File: config.mk
export PLATFORM = sky130hd
export DESIGN_NAME = dgp_ports
export DESIGN_NICKNAME = d
export VERILOG_FILES = /design/src/core/dgp_pin_sync.v /design/src/core/dgp_ports.v
export VERILOG_INCLUDE_DIRS = /design/src /design/src/core
export SDC_FILE = /design/constraint.sdc
export NUM_CORES = 1
export LEC_CHECK = 0
export CAP_MARGIN = 15
export CORE_MARGIN = 2
export CORE_UTILIZATION = 32
export CTS_BUF_LIST = sky130_fd_sc_hd__clkbuf_2 sky130_fd_sc_hd__clkbuf_4 sky130_fd_sc_hd__clkbuf_8
export CTS_CLUSTER_SIZE = 8
export DETAILED_ROUTE_END_ITERATION = 6
export DONT_BUFFER_PORTS = 1
export MAX_ROUTING_LAYER = met4
export PLACE_DENSITY_LB_ADDON = 0.2
export SLEW_MARGIN = 20
export SYNTH_ARGS = -nofsm -noshare
export SYNTH_HDL_FRONTEND = slang
export SYNTH_SLANG_ARGS = --single-unit
File: constraint.sdc
create_clock -name mclk -period 1.9 [get_ports mclk]
set_input_delay 0.285 -clock mclk [delete_from_list [all_inputs] [get_ports mclk]]
set_output_delay 0.285 -clock mclk [all_outputs]
set_load 0.03 [all_outputs]
File: src/core/dgp_consts.vh
/*
  dgp_consts.vh: register offsets, field positions and reset values of the
  dual gpio port block.
  assumes: included by bare name from the core design files.
*/
`ifndef DGP_CONSTS_VH
`define DGP_CONSTS_VH

// printed offsets 0 and 1 are not word multiples: they are indices
`define DGP_IDX_PORT_A_DATA 4'h0
`define DGP_IDX_PORT_B_DATA 4'h1
`define DGP_IDX_PORT_A_DIRECTION 4'h4
`define DGP_IDX_PORT_B_DIRECTION 4'h5
`define DGP_IDX_PORT_A_PULLUP_ENABLE 4'h6
`define DGP_IDX_CONFIG 4'h7

`define DGP_PA_WIDTH 6
`define DGP_PB_WIDTH 8
`define DGP_INPUT_ONLY_BIT 2
`define DGP_CLOCK_OUT_BIT 4
`define DGP_WAKEUP_BIT 6
`define DGP_CLOCK_OUT_EN_BIT 7

// config fields: bit 0 irq pin enable, bits 2:1 oscillator option
`define DGP_CFG_IRQ_EN_BIT 0
`define DGP_CFG_OSC_LSB 1
`define DGP_CFG_OSC_MSB 2
`define DGP_OSC_INTERNAL 2'h0
`define DGP_OSC_EXTERNAL 2'h1
`define DGP_OSC_RC 2'h2
`define DGP_OSC_CRYSTAL 2'h3

`define DGP_RST_DIRECTION_A 6'h00
`define DGP_RST_DIRECTION_B 8'h00
`define DGP_RST_PULLUP 8'h00
`define DGP_RST_CONFIG 3'h0

`endif

File: src/core/dgp_pin_sync.v
/*
  dgp_pin_sync.v: two-flop synchroniser for a group of pin levels.
  assumes: pins asynchronous to mclk; no reset needed on the data path.
*/
`timescale 1ns/1ps
`default_nettype none

module dgp_pin_sync #(
  parameter WIDTH = 8
) (
  input wire mclk,
  input wire [WIDTH-1:0] async_in,
  output reg [WIDTH-1:0] sync_out
);

  reg [WIDTH-1:0] meta;

  // first stage feeds only the second stage
  always @(posedge mclk) begin
    meta <= async_in;
    sync_out <= meta;
  end

endmodule // dgp_pin_sync

`default_nettype wire

File: src/core/dgp_ports.v
/*
  dgp_ports.v: six-pin port a and eight-pin port b with data and direction
  registers, plus a port a pullup register, behind an apb slave.
  assumes: pins arrive asynchronously and are synchronised here; pads do
  the tristate resolution from the _oe outputs; the wakeup latch and the
  oscillator clock come from elsewhere in the chip.
*/
`timescale 1ns/1ps
`default_nettype none
`include "dgp_consts.vh"

// Operation
// - six-pin port a with per-pin latches
// - irq enabled: bit 2 reads zero
// - irq disabled: branch sees one, pin read
// - port a latches untouched by reset
// - bit 6 mirrors wakeup latch, read-only
// - port a direction one enables driver, except on input-only pin 2
// - reset clears port a direction
// - port a read: latch if output else pin, except pin 2 (pin or zero, set by irq enable)
// - data writes always update latches
// - input-pin writes touch only latch
// - pullup only when enabled and input
// - clock out on pin 4 if enabled and oscillator option internal or rc
// - eight-pin port b with latches
// - port b direction one enables driver
// - reset clears port b direction only
// - port b read: latch if output else pin
// - clock out is undivided oscillator clock
module dgp_ports #(
  parameter HAS_PORT_B = 1
) (
  input wire mclk,
  input wire resetn,
  input wire psel,
  input wire penable,
  input wire pwrite,
  input wire [11:0] paddr,
  input wire [31:0] pwdata,
  output reg [31:0] prdata,
  output reg pready,
  output reg pslverr,
  input wire [5:0] port_a_pin_in,
  output reg [5:0] port_a_pin_out,
  output reg [5:0] port_a_pin_oe,
  output reg [5:0] port_a_pullup_on,
  input wire [7:0] port_b_pin_in,
  output reg [7:0] port_b_pin_out,
  output reg [7:0] port_b_pin_oe,
  input wire wakeup_latch,
  input wire raw_oscillator_clock,
  output reg branch_if_int_pin_high
);

  reg [5:0] port_a_data;
  reg [5:0] port_a_direction;
  reg [7:0] port_a_pullup_enable;
  reg [7:0] port_b_data;
  reg [7:0] port_b_direction;
  reg [2:0] config_reg;
  reg wakeup_latch_mirror;
  reg [1:0] access_state;
  reg [31:0] next_prdata;
  reg next_err;
  reg [7:0] rd_byte;
  reg [5:0] a_rd;
  wire [5:0] port_a_sync;
  wire [7:0] port_b_sync;
  wire wake_sync;
  wire osc_sync;
  reg [7:0] a_mix;
  reg [5:0] next_a_out;
  reg [5:0] next_a_oe;
  reg [5:0] next_a_pullup;
  reg [7:0] next_b_out;
  reg [7:0] next_b_oe;
  wire wr_ok;
  wire wr_a_data;
  wire wr_b_data;
  wire wr_a_dir;
  wire wr_b_dir;
  wire wr_pullup;
  wire wr_cfg;
  wire irq_enabled;
  wire [1:0] osc_option;
  wire clock_out_active;
  wire [3:0] reg_index;
  wire index_aligned;
  wire wr_take;

  // one-hot access states
  localparam ST_IDLE = 2'b01;
  localparam ST_DONE = 2'b10;

  // mixes latch and pin per bit, shared by both port reads
  function [7:0] port_read;
    input [7:0] latch;
    input [7:0] pins;
    input [7:0] dir;
    begin
      port_read = (latch & dir) | (pins & ~dir);
    end
  endfunction

  // write strobe for one register index, shared by every write process
  function wr_sel;
    input take;
    input [3:0] idx;
    input [3:0] want;
    begin
      wr_sel = take && (idx == want);
    end
  endfunction

  dgp_pin_sync #(.WIDTH(6)) u_sync_a (
    .mclk(mclk),
    .async_in(port_a_pin_in),
    .sync_out(port_a_sync)
  );

  dgp_pin_sync #(.WIDTH(8)) u_sync_b (
    .mclk(mclk),
    .async_in(port_b_pin_in),
    .sync_out(port_b_sync)
  );

  // wakeup latch comes from another block and is treated as foreign
  dgp_pin_sync #(.WIDTH(1)) u_sync_wake (
    .mclk(mclk),
    .async_in(wakeup_latch),
    .sync_out(wake_sync)
  );

  // oscillator clock is resampled, so it must stay below mclk / 2
  dgp_pin_sync #(.WIDTH(1)) u_sync_osc (
    .mclk(mclk),
    .async_in(raw_oscillator_clock),
    .sync_out(osc_sync)
  );

  assign irq_enabled = config_reg[`DGP_CFG_IRQ_EN_BIT];
  assign osc_option = config_reg[`DGP_CFG_OSC_MSB:`DGP_CFG_OSC_LSB];
  assign clock_out_active =
    port_a_pullup_enable[`DGP_CLOCK_OUT_EN_BIT] &&
    ((osc_option == `DGP_OSC_INTERNAL) ||
     (osc_option == `DGP_OSC_RC));

  // printed offsets are word indices: byte address is four times index
  assign reg_index = paddr[5:2];
  assign index_aligned = (paddr[1:0] == 2'b00) && (paddr[11:6] == 6'h00);
  assign wr_take = psel && penable && pready && pwrite;
  // a refused write must not land: pslverr stands beside pready
  assign wr_ok = wr_take && index_aligned && !pslverr;
  assign wr_a_data = wr_sel(wr_ok, reg_index, `DGP_IDX_PORT_A_DATA);
  assign wr_b_data = wr_sel(wr_ok, reg_index, `DGP_IDX_PORT_B_DATA);
  assign wr_a_dir = wr_sel(wr_ok, reg_index, `DGP_IDX_PORT_A_DIRECTION);
  assign wr_b_dir = wr_sel(wr_ok, reg_index, `DGP_IDX_PORT_B_DIRECTION);
  assign wr_pullup = wr_sel(wr_ok, reg_index, `DGP_IDX_PORT_A_PULLUP_ENABLE);
  assign wr_cfg = wr_sel(wr_ok, reg_index, `DGP_IDX_CONFIG);

  // port a read byte: pin 2 doubles as the interrupt pin
  always @* begin
    a_mix = port_read({2'b00, port_a_data}, {2'b00, port_a_sync},
      {2'b00, port_a_direction});
    a_rd = a_mix[5:0];
    if (irq_enabled) begin
      a_rd[`DGP_INPUT_ONLY_BIT] = 1'b0;
    end else begin
      a_rd[`DGP_INPUT_ONLY_BIT] =
        port_a_sync[`DGP_INPUT_ONLY_BIT];
    end
  end

  // read mux, also flags unmapped offsets
  always @* begin
    rd_byte = 8'h00;
    next_err = 1'b0;
    if (!index_aligned) begin
      next_err = 1'b1;
    end else begin
      case (reg_index)
        `DGP_IDX_PORT_A_DATA: begin
          rd_byte = {1'b0, wakeup_latch_mirror, a_rd};
        end
        `DGP_IDX_PORT_B_DATA: begin
          if (HAS_PORT_B != 0) begin
            rd_byte = port_read(port_b_data, port_b_sync,
              port_b_direction);
          end else begin
            next_err = 1'b1;
          end
        end
        `DGP_IDX_PORT_A_DIRECTION: begin
          rd_byte = {2'b00, port_a_direction};
        end
        `DGP_IDX_PORT_B_DIRECTION: begin
          if (HAS_PORT_B != 0) begin
            rd_byte = port_b_direction;
          end else begin
            next_err = 1'b1;
          end
        end
        `DGP_IDX_PORT_A_PULLUP_ENABLE: begin
          rd_byte = port_a_pullup_enable & 8'hbf;
        end
        `DGP_IDX_CONFIG: begin
          rd_byte = {5'h00, config_reg};
        end
        default: begin
          next_err = 1'b1;
        end
      endcase
    end
    next_prdata = {24'h000000, rd_byte};
  end

  // one wait state: pready rises in the second access cycle
  always @(posedge mclk) begin
    if (!resetn) begin
      access_state <= ST_IDLE;
      pready <= 1'b0;
      pslverr <= 1'b0;
      prdata <= 32'h00000000;
    end else begin
      case (access_state)
        ST_IDLE: begin
          pready <= 1'b0;
          pslverr <= 1'b0;
          if (psel && penable) begin
            access_state <= ST_DONE;
            pready <= 1'b1;
            pslverr <= next_err;
            prdata <= pwrite ? 32'h00000000 : next_prdata;
          end
        end
        ST_DONE: begin
          // pready stood for one edge; the master releases now
          access_state <= ST_IDLE;
          pready <= 1'b0;
          pslverr <= 1'b0;
        end
        default: begin
          access_state <= ST_IDLE;
          pready <= 1'b0;
          pslverr <= 1'b0;
        end
      endcase
    end
  end

  // data latches keep their value through reset
  always @(posedge mclk) begin
    if (wr_a_data) begin
      port_a_data <= pwdata[5:0];
    end
    if (wr_b_data) begin
      port_b_data <= pwdata[7:0];
    end
  end

  // control registers; bit 6 of the pullup word has no pin behind it
  always @(posedge mclk) begin
    if (!resetn) begin
      port_a_direction <= `DGP_RST_DIRECTION_A;
      port_b_direction <= `DGP_RST_DIRECTION_B;
      port_a_pullup_enable <= `DGP_RST_PULLUP;
      config_reg <= `DGP_RST_CONFIG;
    end else begin
      if (wr_a_dir) begin
        port_a_direction <= pwdata[5:0];
      end
      if (wr_b_dir && (HAS_PORT_B != 0)) begin
        port_b_direction <= pwdata[7:0];
      end
      if (wr_pullup) begin
        port_a_pullup_enable <= pwdata[7:0] & 8'hbf;
      end
      if (wr_cfg) begin
        config_reg <= pwdata[2:0];
      end
    end
  end

  // port a pad controls ahead of their output register
  always @* begin
    next_a_out = port_a_data;
    next_a_oe = port_a_direction;
    next_a_oe[`DGP_INPUT_ONLY_BIT] = 1'b0;
    next_a_pullup = port_a_pullup_enable[5:0] &
      ~port_a_direction;
    if (clock_out_active) begin
      // resampled clock: edges jitter by one mclk period
      next_a_out[`DGP_CLOCK_OUT_BIT] = osc_sync;
      next_a_oe[`DGP_CLOCK_OUT_BIT] = 1'b1;
      next_a_pullup[`DGP_CLOCK_OUT_BIT] = 1'b0;
    end
  end

  // port b pads stay released when the port is built out
  always @* begin
    if (HAS_PORT_B != 0) begin
      next_b_out = port_b_data;
      next_b_oe = port_b_direction;
    end else begin
      next_b_out = 8'h00;
      next_b_oe = 8'h00;
    end
  end

  // pad registers: outputs leave the block straight from flops
  always @(posedge mclk) begin
    if (!resetn) begin
      port_a_pin_out <= 6'h00;
      port_a_pin_oe <= 6'h00;
      port_a_pullup_on <= 6'h00;
      port_b_pin_out <= 8'h00;
      port_b_pin_oe <= 8'h00;
    end else begin
      port_a_pin_out <= next_a_out;
      port_a_pin_oe <= next_a_oe;
      port_a_pullup_on <= next_a_pullup;
      port_b_pin_out <= next_b_out;
      port_b_pin_oe <= next_b_oe;
    end
  end

  // wakeup mirror and the level the branch test sees
  always @(posedge mclk) begin
    if (!resetn) begin
      wakeup_latch_mirror <= 1'b0;
      branch_if_int_pin_high <= 1'b1;
    end else begin
      wakeup_latch_mirror <= wake_sync;
      branch_if_int_pin_high <= irq_enabled ?
        port_a_sync[`DGP_INPUT_ONLY_BIT] : 1'b1;
    end
  end

endmodule // dgp_ports

`default_nettype wire

Word-level counts from Yosys, hierarchy flattened
Cells that the tools add are included. Widths: inputs -> output; s select.

Logic and storage cells: 79. Bits in registers: 142. Output and inout port bits: 69. Input bits: 65.

Eq/ne operators: 7. Bitwise operators: 11. Muxes and demuxes: 9. Reduce and logical (&&, ||, !) cells: 25.

Operators by type and width (count): $pmux 8 s6 (1); $and 6x6->6 (3); $and 8x8->8 (2); $eq 4x3->1 const B (4); $mux 8 (2); $logic_and 1x1->1 (13); $not 6->6 (2); $not 8->8 (1); $or 8x8->8 (1); $logic_not 6->1 (1); $mux 1 (6); $or 6x6->6 (1); $reduce_and 2->1 (3); $reduce_or 6->1 (1); $eq 4x1->1 const B (1); $logic_not 2->1 (2); $logic_not 4->1 (1); $reduce_and 3->1 (1); $eq 2x1->1 const B (1); $eq 2x2->1 const B (1); $reduce_or 2->1 (1); $logic_not 1->1 (1); $logic_or 1x1->1 (1); $not 1->1 (1).

Longest topological paths before layout
Word-level depth: 6. Depth in mapped cells: 6. Depth with buffers taken out: 4.

Modules after synthesis
Synthesis repeated with hierarchy kept, for this count alone.

Cells, all modules: 347. Area total of the unflattened synthesis: 3995.1 µm².

By module, submodules not included: dgp_ports (area each 3354.5 µm², instances 1, seq. area each 1841.8 µm², cells each 315); dgp_pin_sync at u_sync_b (area each 320.3 µm², instances 1, seq. area each 320.3 µm², cells each 16); dgp_pin_sync at u_sync_a (area each 240.2 µm², instances 1, seq. area each 240.2 µm², cells each 12); dgp_pin_sync at u_sync_osc ... (area each 40.0 µm², instances 2, seq. area each 40.0 µm², cells each 2).

Worst setup path before layout
OpenSTA, ideal clock, no wires.

Kind: reg2reg. Start: register pready. End: register port_a_data[0], enable pin. Data required time: 1.550 ns. Setup slack: 0.000 ns. Path buffers: 1. Library setup time: 0.350 ns. Period minus slack after synthesis: 1.900 ns. Arrival time: 1.550 ns. Cell stages (with the launch flop): 5. Cell sequence: dfxtp_1 and4b_1 nand4_1 clkbuf_1 nor2_1.

Word-level cells in the longest chain between the ends: 5.

RTL lines: from (decl) (RTL line dgp_ports.v:41) `output reg pready,`; from (signal assigned) (RTL line dgp_ports.v:221) `pready <= 1'b0;`; from (signal assigned) (RTL line dgp_ports.v:227) `pready <= 1'b0;`; from (signal assigned) (RTL line dgp_ports.v:231) `pready <= 1'b1;`; $logic_and 1x1->1 (2 in a row) (RTL line dgp_ports.v:151) `assign wr_take = psel && penable && pready && pwrite;`; $logic_and 1x1->1 (2 in a row) (RTL line dgp_ports.v:153) `assign wr_ok = wr_take && index_aligned && !pslverr;`; $logic_and 1x1->1 (RTL line dgp_ports.v:111) `wr_sel = take && (idx == want);`; named net wr_a_data (RTL line dgp_ports.v:78) `wire wr_a_data;`; to (signal assigned) (RTL line dgp_ports.v:254) `port_a_data <= pwdata[5:0];`; to (decl) (RTL line dgp_ports.v:55) `reg [5:0] port_a_data;`.

The timed path passes the listed nets, and every way through them passes these cells. A chain may end at the register's enable or synchronous reset.

Worst setup path after layout
Start: register pslverr. End: register config_reg[1].

Word-level cells in the longest chain between the ends: 3.

RTL lines: from (decl) (RTL line dgp_ports.v:42) `output reg pslverr,`; from (signal assigned) (RTL line dgp_ports.v:232) `pslverr <= next_err;`; $logic_not 1->1 (RTL line dgp_ports.v:153); $logic_and 1x1->1 (RTL line dgp_ports.v:153); $logic_and 1x1->1 (RTL line dgp_ports.v:111); to (signal assigned) (RTL line dgp_ports.v:267) `` config_reg <= `DGP_RST_CONFIG; ``; to (signal assigned) (RTL line dgp_ports.v:279) `config_reg <= pwdata[2:0];`; to (decl) (RTL line dgp_ports.v:60) `reg [2:0] config_reg;`.

No other way between the ends.

==> results.yml <==
sta:
  slew-limit-headroom_pct: 36.2
  setup_tns_ns: 0
  skew_ns: 0.00702
  setup_slack_ns: 0.305
  period_share_pct: 83.9
  layout_min_cycle_time_ns: 1.59
  worst_slew_pin_slew_ns: 0.954
  drv_slew: 0
  finalSetupViolations: 0
  timing.fmax_ghz: 0.627
  fin_hold_ws_ns: 0.0337
  hold_violations: 0
  rsz0062_at_grt: "no"
place:
  hpwl_mm: 6.27
  port_buffers: 0
  dp.cells: 494
  place_congestion: 0.797
  post-place-ws_ns: 0.113
route:
  routed_via_density: 4.64
  routedWlPerCell_um: 16.9
  drt-total-wl_mm: 9.33
  detail_route.iter0.violations: 142
  ant_nets: 0
  drc: 0
  dr.pass1.iters: 4
  vias: 2566
clock_network:
  cts.clk_slew.worst_paths_ns: 0.07
  cts_inserted_buffers: 17
  cts_hold_buffers: 26
  cts-root-buf: "clkbuf_8"
  cts_tree: "built"
  cts_resized: 0
  h-tree-depth: 4
  post_cts_buffers: 0
  clock_sinks: 117
  clock_latency_ns: 0.42
  clock_path_buffers: 2
cells_and_area:
  drive_gt1_share_pct: 13.8
  finalNetCount: 458
  final_common_cell: "dfxtp_1"
  num-fill-cells: 1183
  layout_common_cells: "103 x dfxtp_1, 29 x nand2_1, 27 x and2_1, 27 x dlygate4sd3_1"
  antenna_cells: 0
  finish.utilization_pct: 39.3
  final_cells: 553
  synthToLayoutAreaGrowth_pct: 19.3
die:
  die_x_um: 115
  start_util_pct: 32.9
  die-area_um2: 13300
  fp.dieH_um: 115
  core_area_um2: 12000
  io_pins: 134
  rows: 40
critical_path:
  worst-setup-path-type: "register to register"
  rrSetupSlack_ns: 0.31
  required_ns: 2.25
  cp.arrival_ns: 1.95
  timing.critical_path.to_type: "register"
  worstPathMaxFanout: 4
  worstSetupStartpointType: "register"
synth:
  syn_inst: 347
  synth_cell_type_count: 40
  yosysSeqAreaShare_pct: 62.8
  synthArstFlopShare_pct: 0
  yosys_warnings: 0
  synth_edf_count: 14
  ys_ff_latch: 117
  avgSynthCellArea_um2: 11.4
  syn_area_um2: 3950
  ys.flop_type: "dfxtp_1"
global_routing:
  grt_pass1_vias: 2542
  grt_pass1_wl_mm: 14.3
  gr-total-overflow: 0
  grt_usage_pct: 15.5
  grt_max_degree: 27
  antenna_found_initial: 0
power:
  power_leakage_nw: 1.83
  power_density_nw_per_um2: 1020
  ir_drop_v: 0.000397
hold_path:
  min_path_type: "input port to register"
run_status:
  status: "completed"
run:
  max_cap_violations: 0
-- worst max-delay path, cell delays in order (launching register included) --
cell and delay (ns):
dfxtp_1 0.31, and4b_1 0.24, nand4_1 0.19, buf_4 0.23
nor3_2 0.34, mux2i_1 0.22
-- synthesized netlist by cell type, drive strengths merged (4+ instances only) --
cell | number | area, um^2
a21oi | 4 | 20.0
and2 | 27 | 169
buf | 29 | 220
clkbuf | 10 | 37.5
dfxtp | 103 | 2060
edfxtp | 14 | 420
mux2 | 5 | 56.3
mux2i | 25 | 250
nand2 | 29 | 109
nand2b | 5 | 31.3
nor2 | 15 | 56.3
nor3 | 5 | 41.3
o21ai | 31 | 155
o22ai | 6 | 37.5
o31ai | 8 | 60.1
-- per-stage QoR --
stage | instance area, um^2 | power [mW]
global placement | 4080 | 2.78
floorplan | 4040 | 2.81
detailed placement | 4080 | 2.78
finish | 4720 | 4.82
global route | 4720 | 5.03
CTS | 4710 | 4.90
-- logic make-up after synthesis --
| family | synth area share (%) |
|---|---|
| muxes | 7.76 |
| and+or+nand+nor | 13.9 |
| other | 0.0949 |
| DFF | 62.8 |
| AOI/OAI and AO/OA | 8.65 |
| buffers and inverters | 6.81 |
-- power breakdown --
part	leakage (nW)	internal [mW]	switching, mW	total, mW
combinational	0.654	0.0736	0.133	0.207
sequential	0.972	2.55	0.0305	2.58
clock	0.201	1.14	0.901	2.04
-- worst paths after layout --
check | from | end | cells after the start
worst max-delay path | pslverr | config_reg[1] | 5
worst min-delay path | resetn | port_a_direction[4] | 2
worst max register to register | pslverr | config_reg[1] | 5
worst min register to register | u_sync_b.meta[0] | u_sync_b.sync_out[0] | 0
-- routing by layer --
layer	share of wire, %	GRT usage, %
met1	46	19.5
met5	0	-
met3	7.4	6.85
met2	45	21.9
met4	1.5	5.70
-- area by class of cell --
type / instances / area (um^2) / share of cell area (%)
clock buffer: 27 / 340 / 7.22
clock inverter: 5 / 25.0 / 0.531
inverter: 3 / 11.3 / 0.239
multi-input combinational: 212 / 1290 / 27.4
sequential: 117 / 2480 / 52.6
tap: 147 / 184 / 3.90
timing repair buffer: 42 / 383 / 8.12
Note: power is estimated with default switching activity, not from simulation.
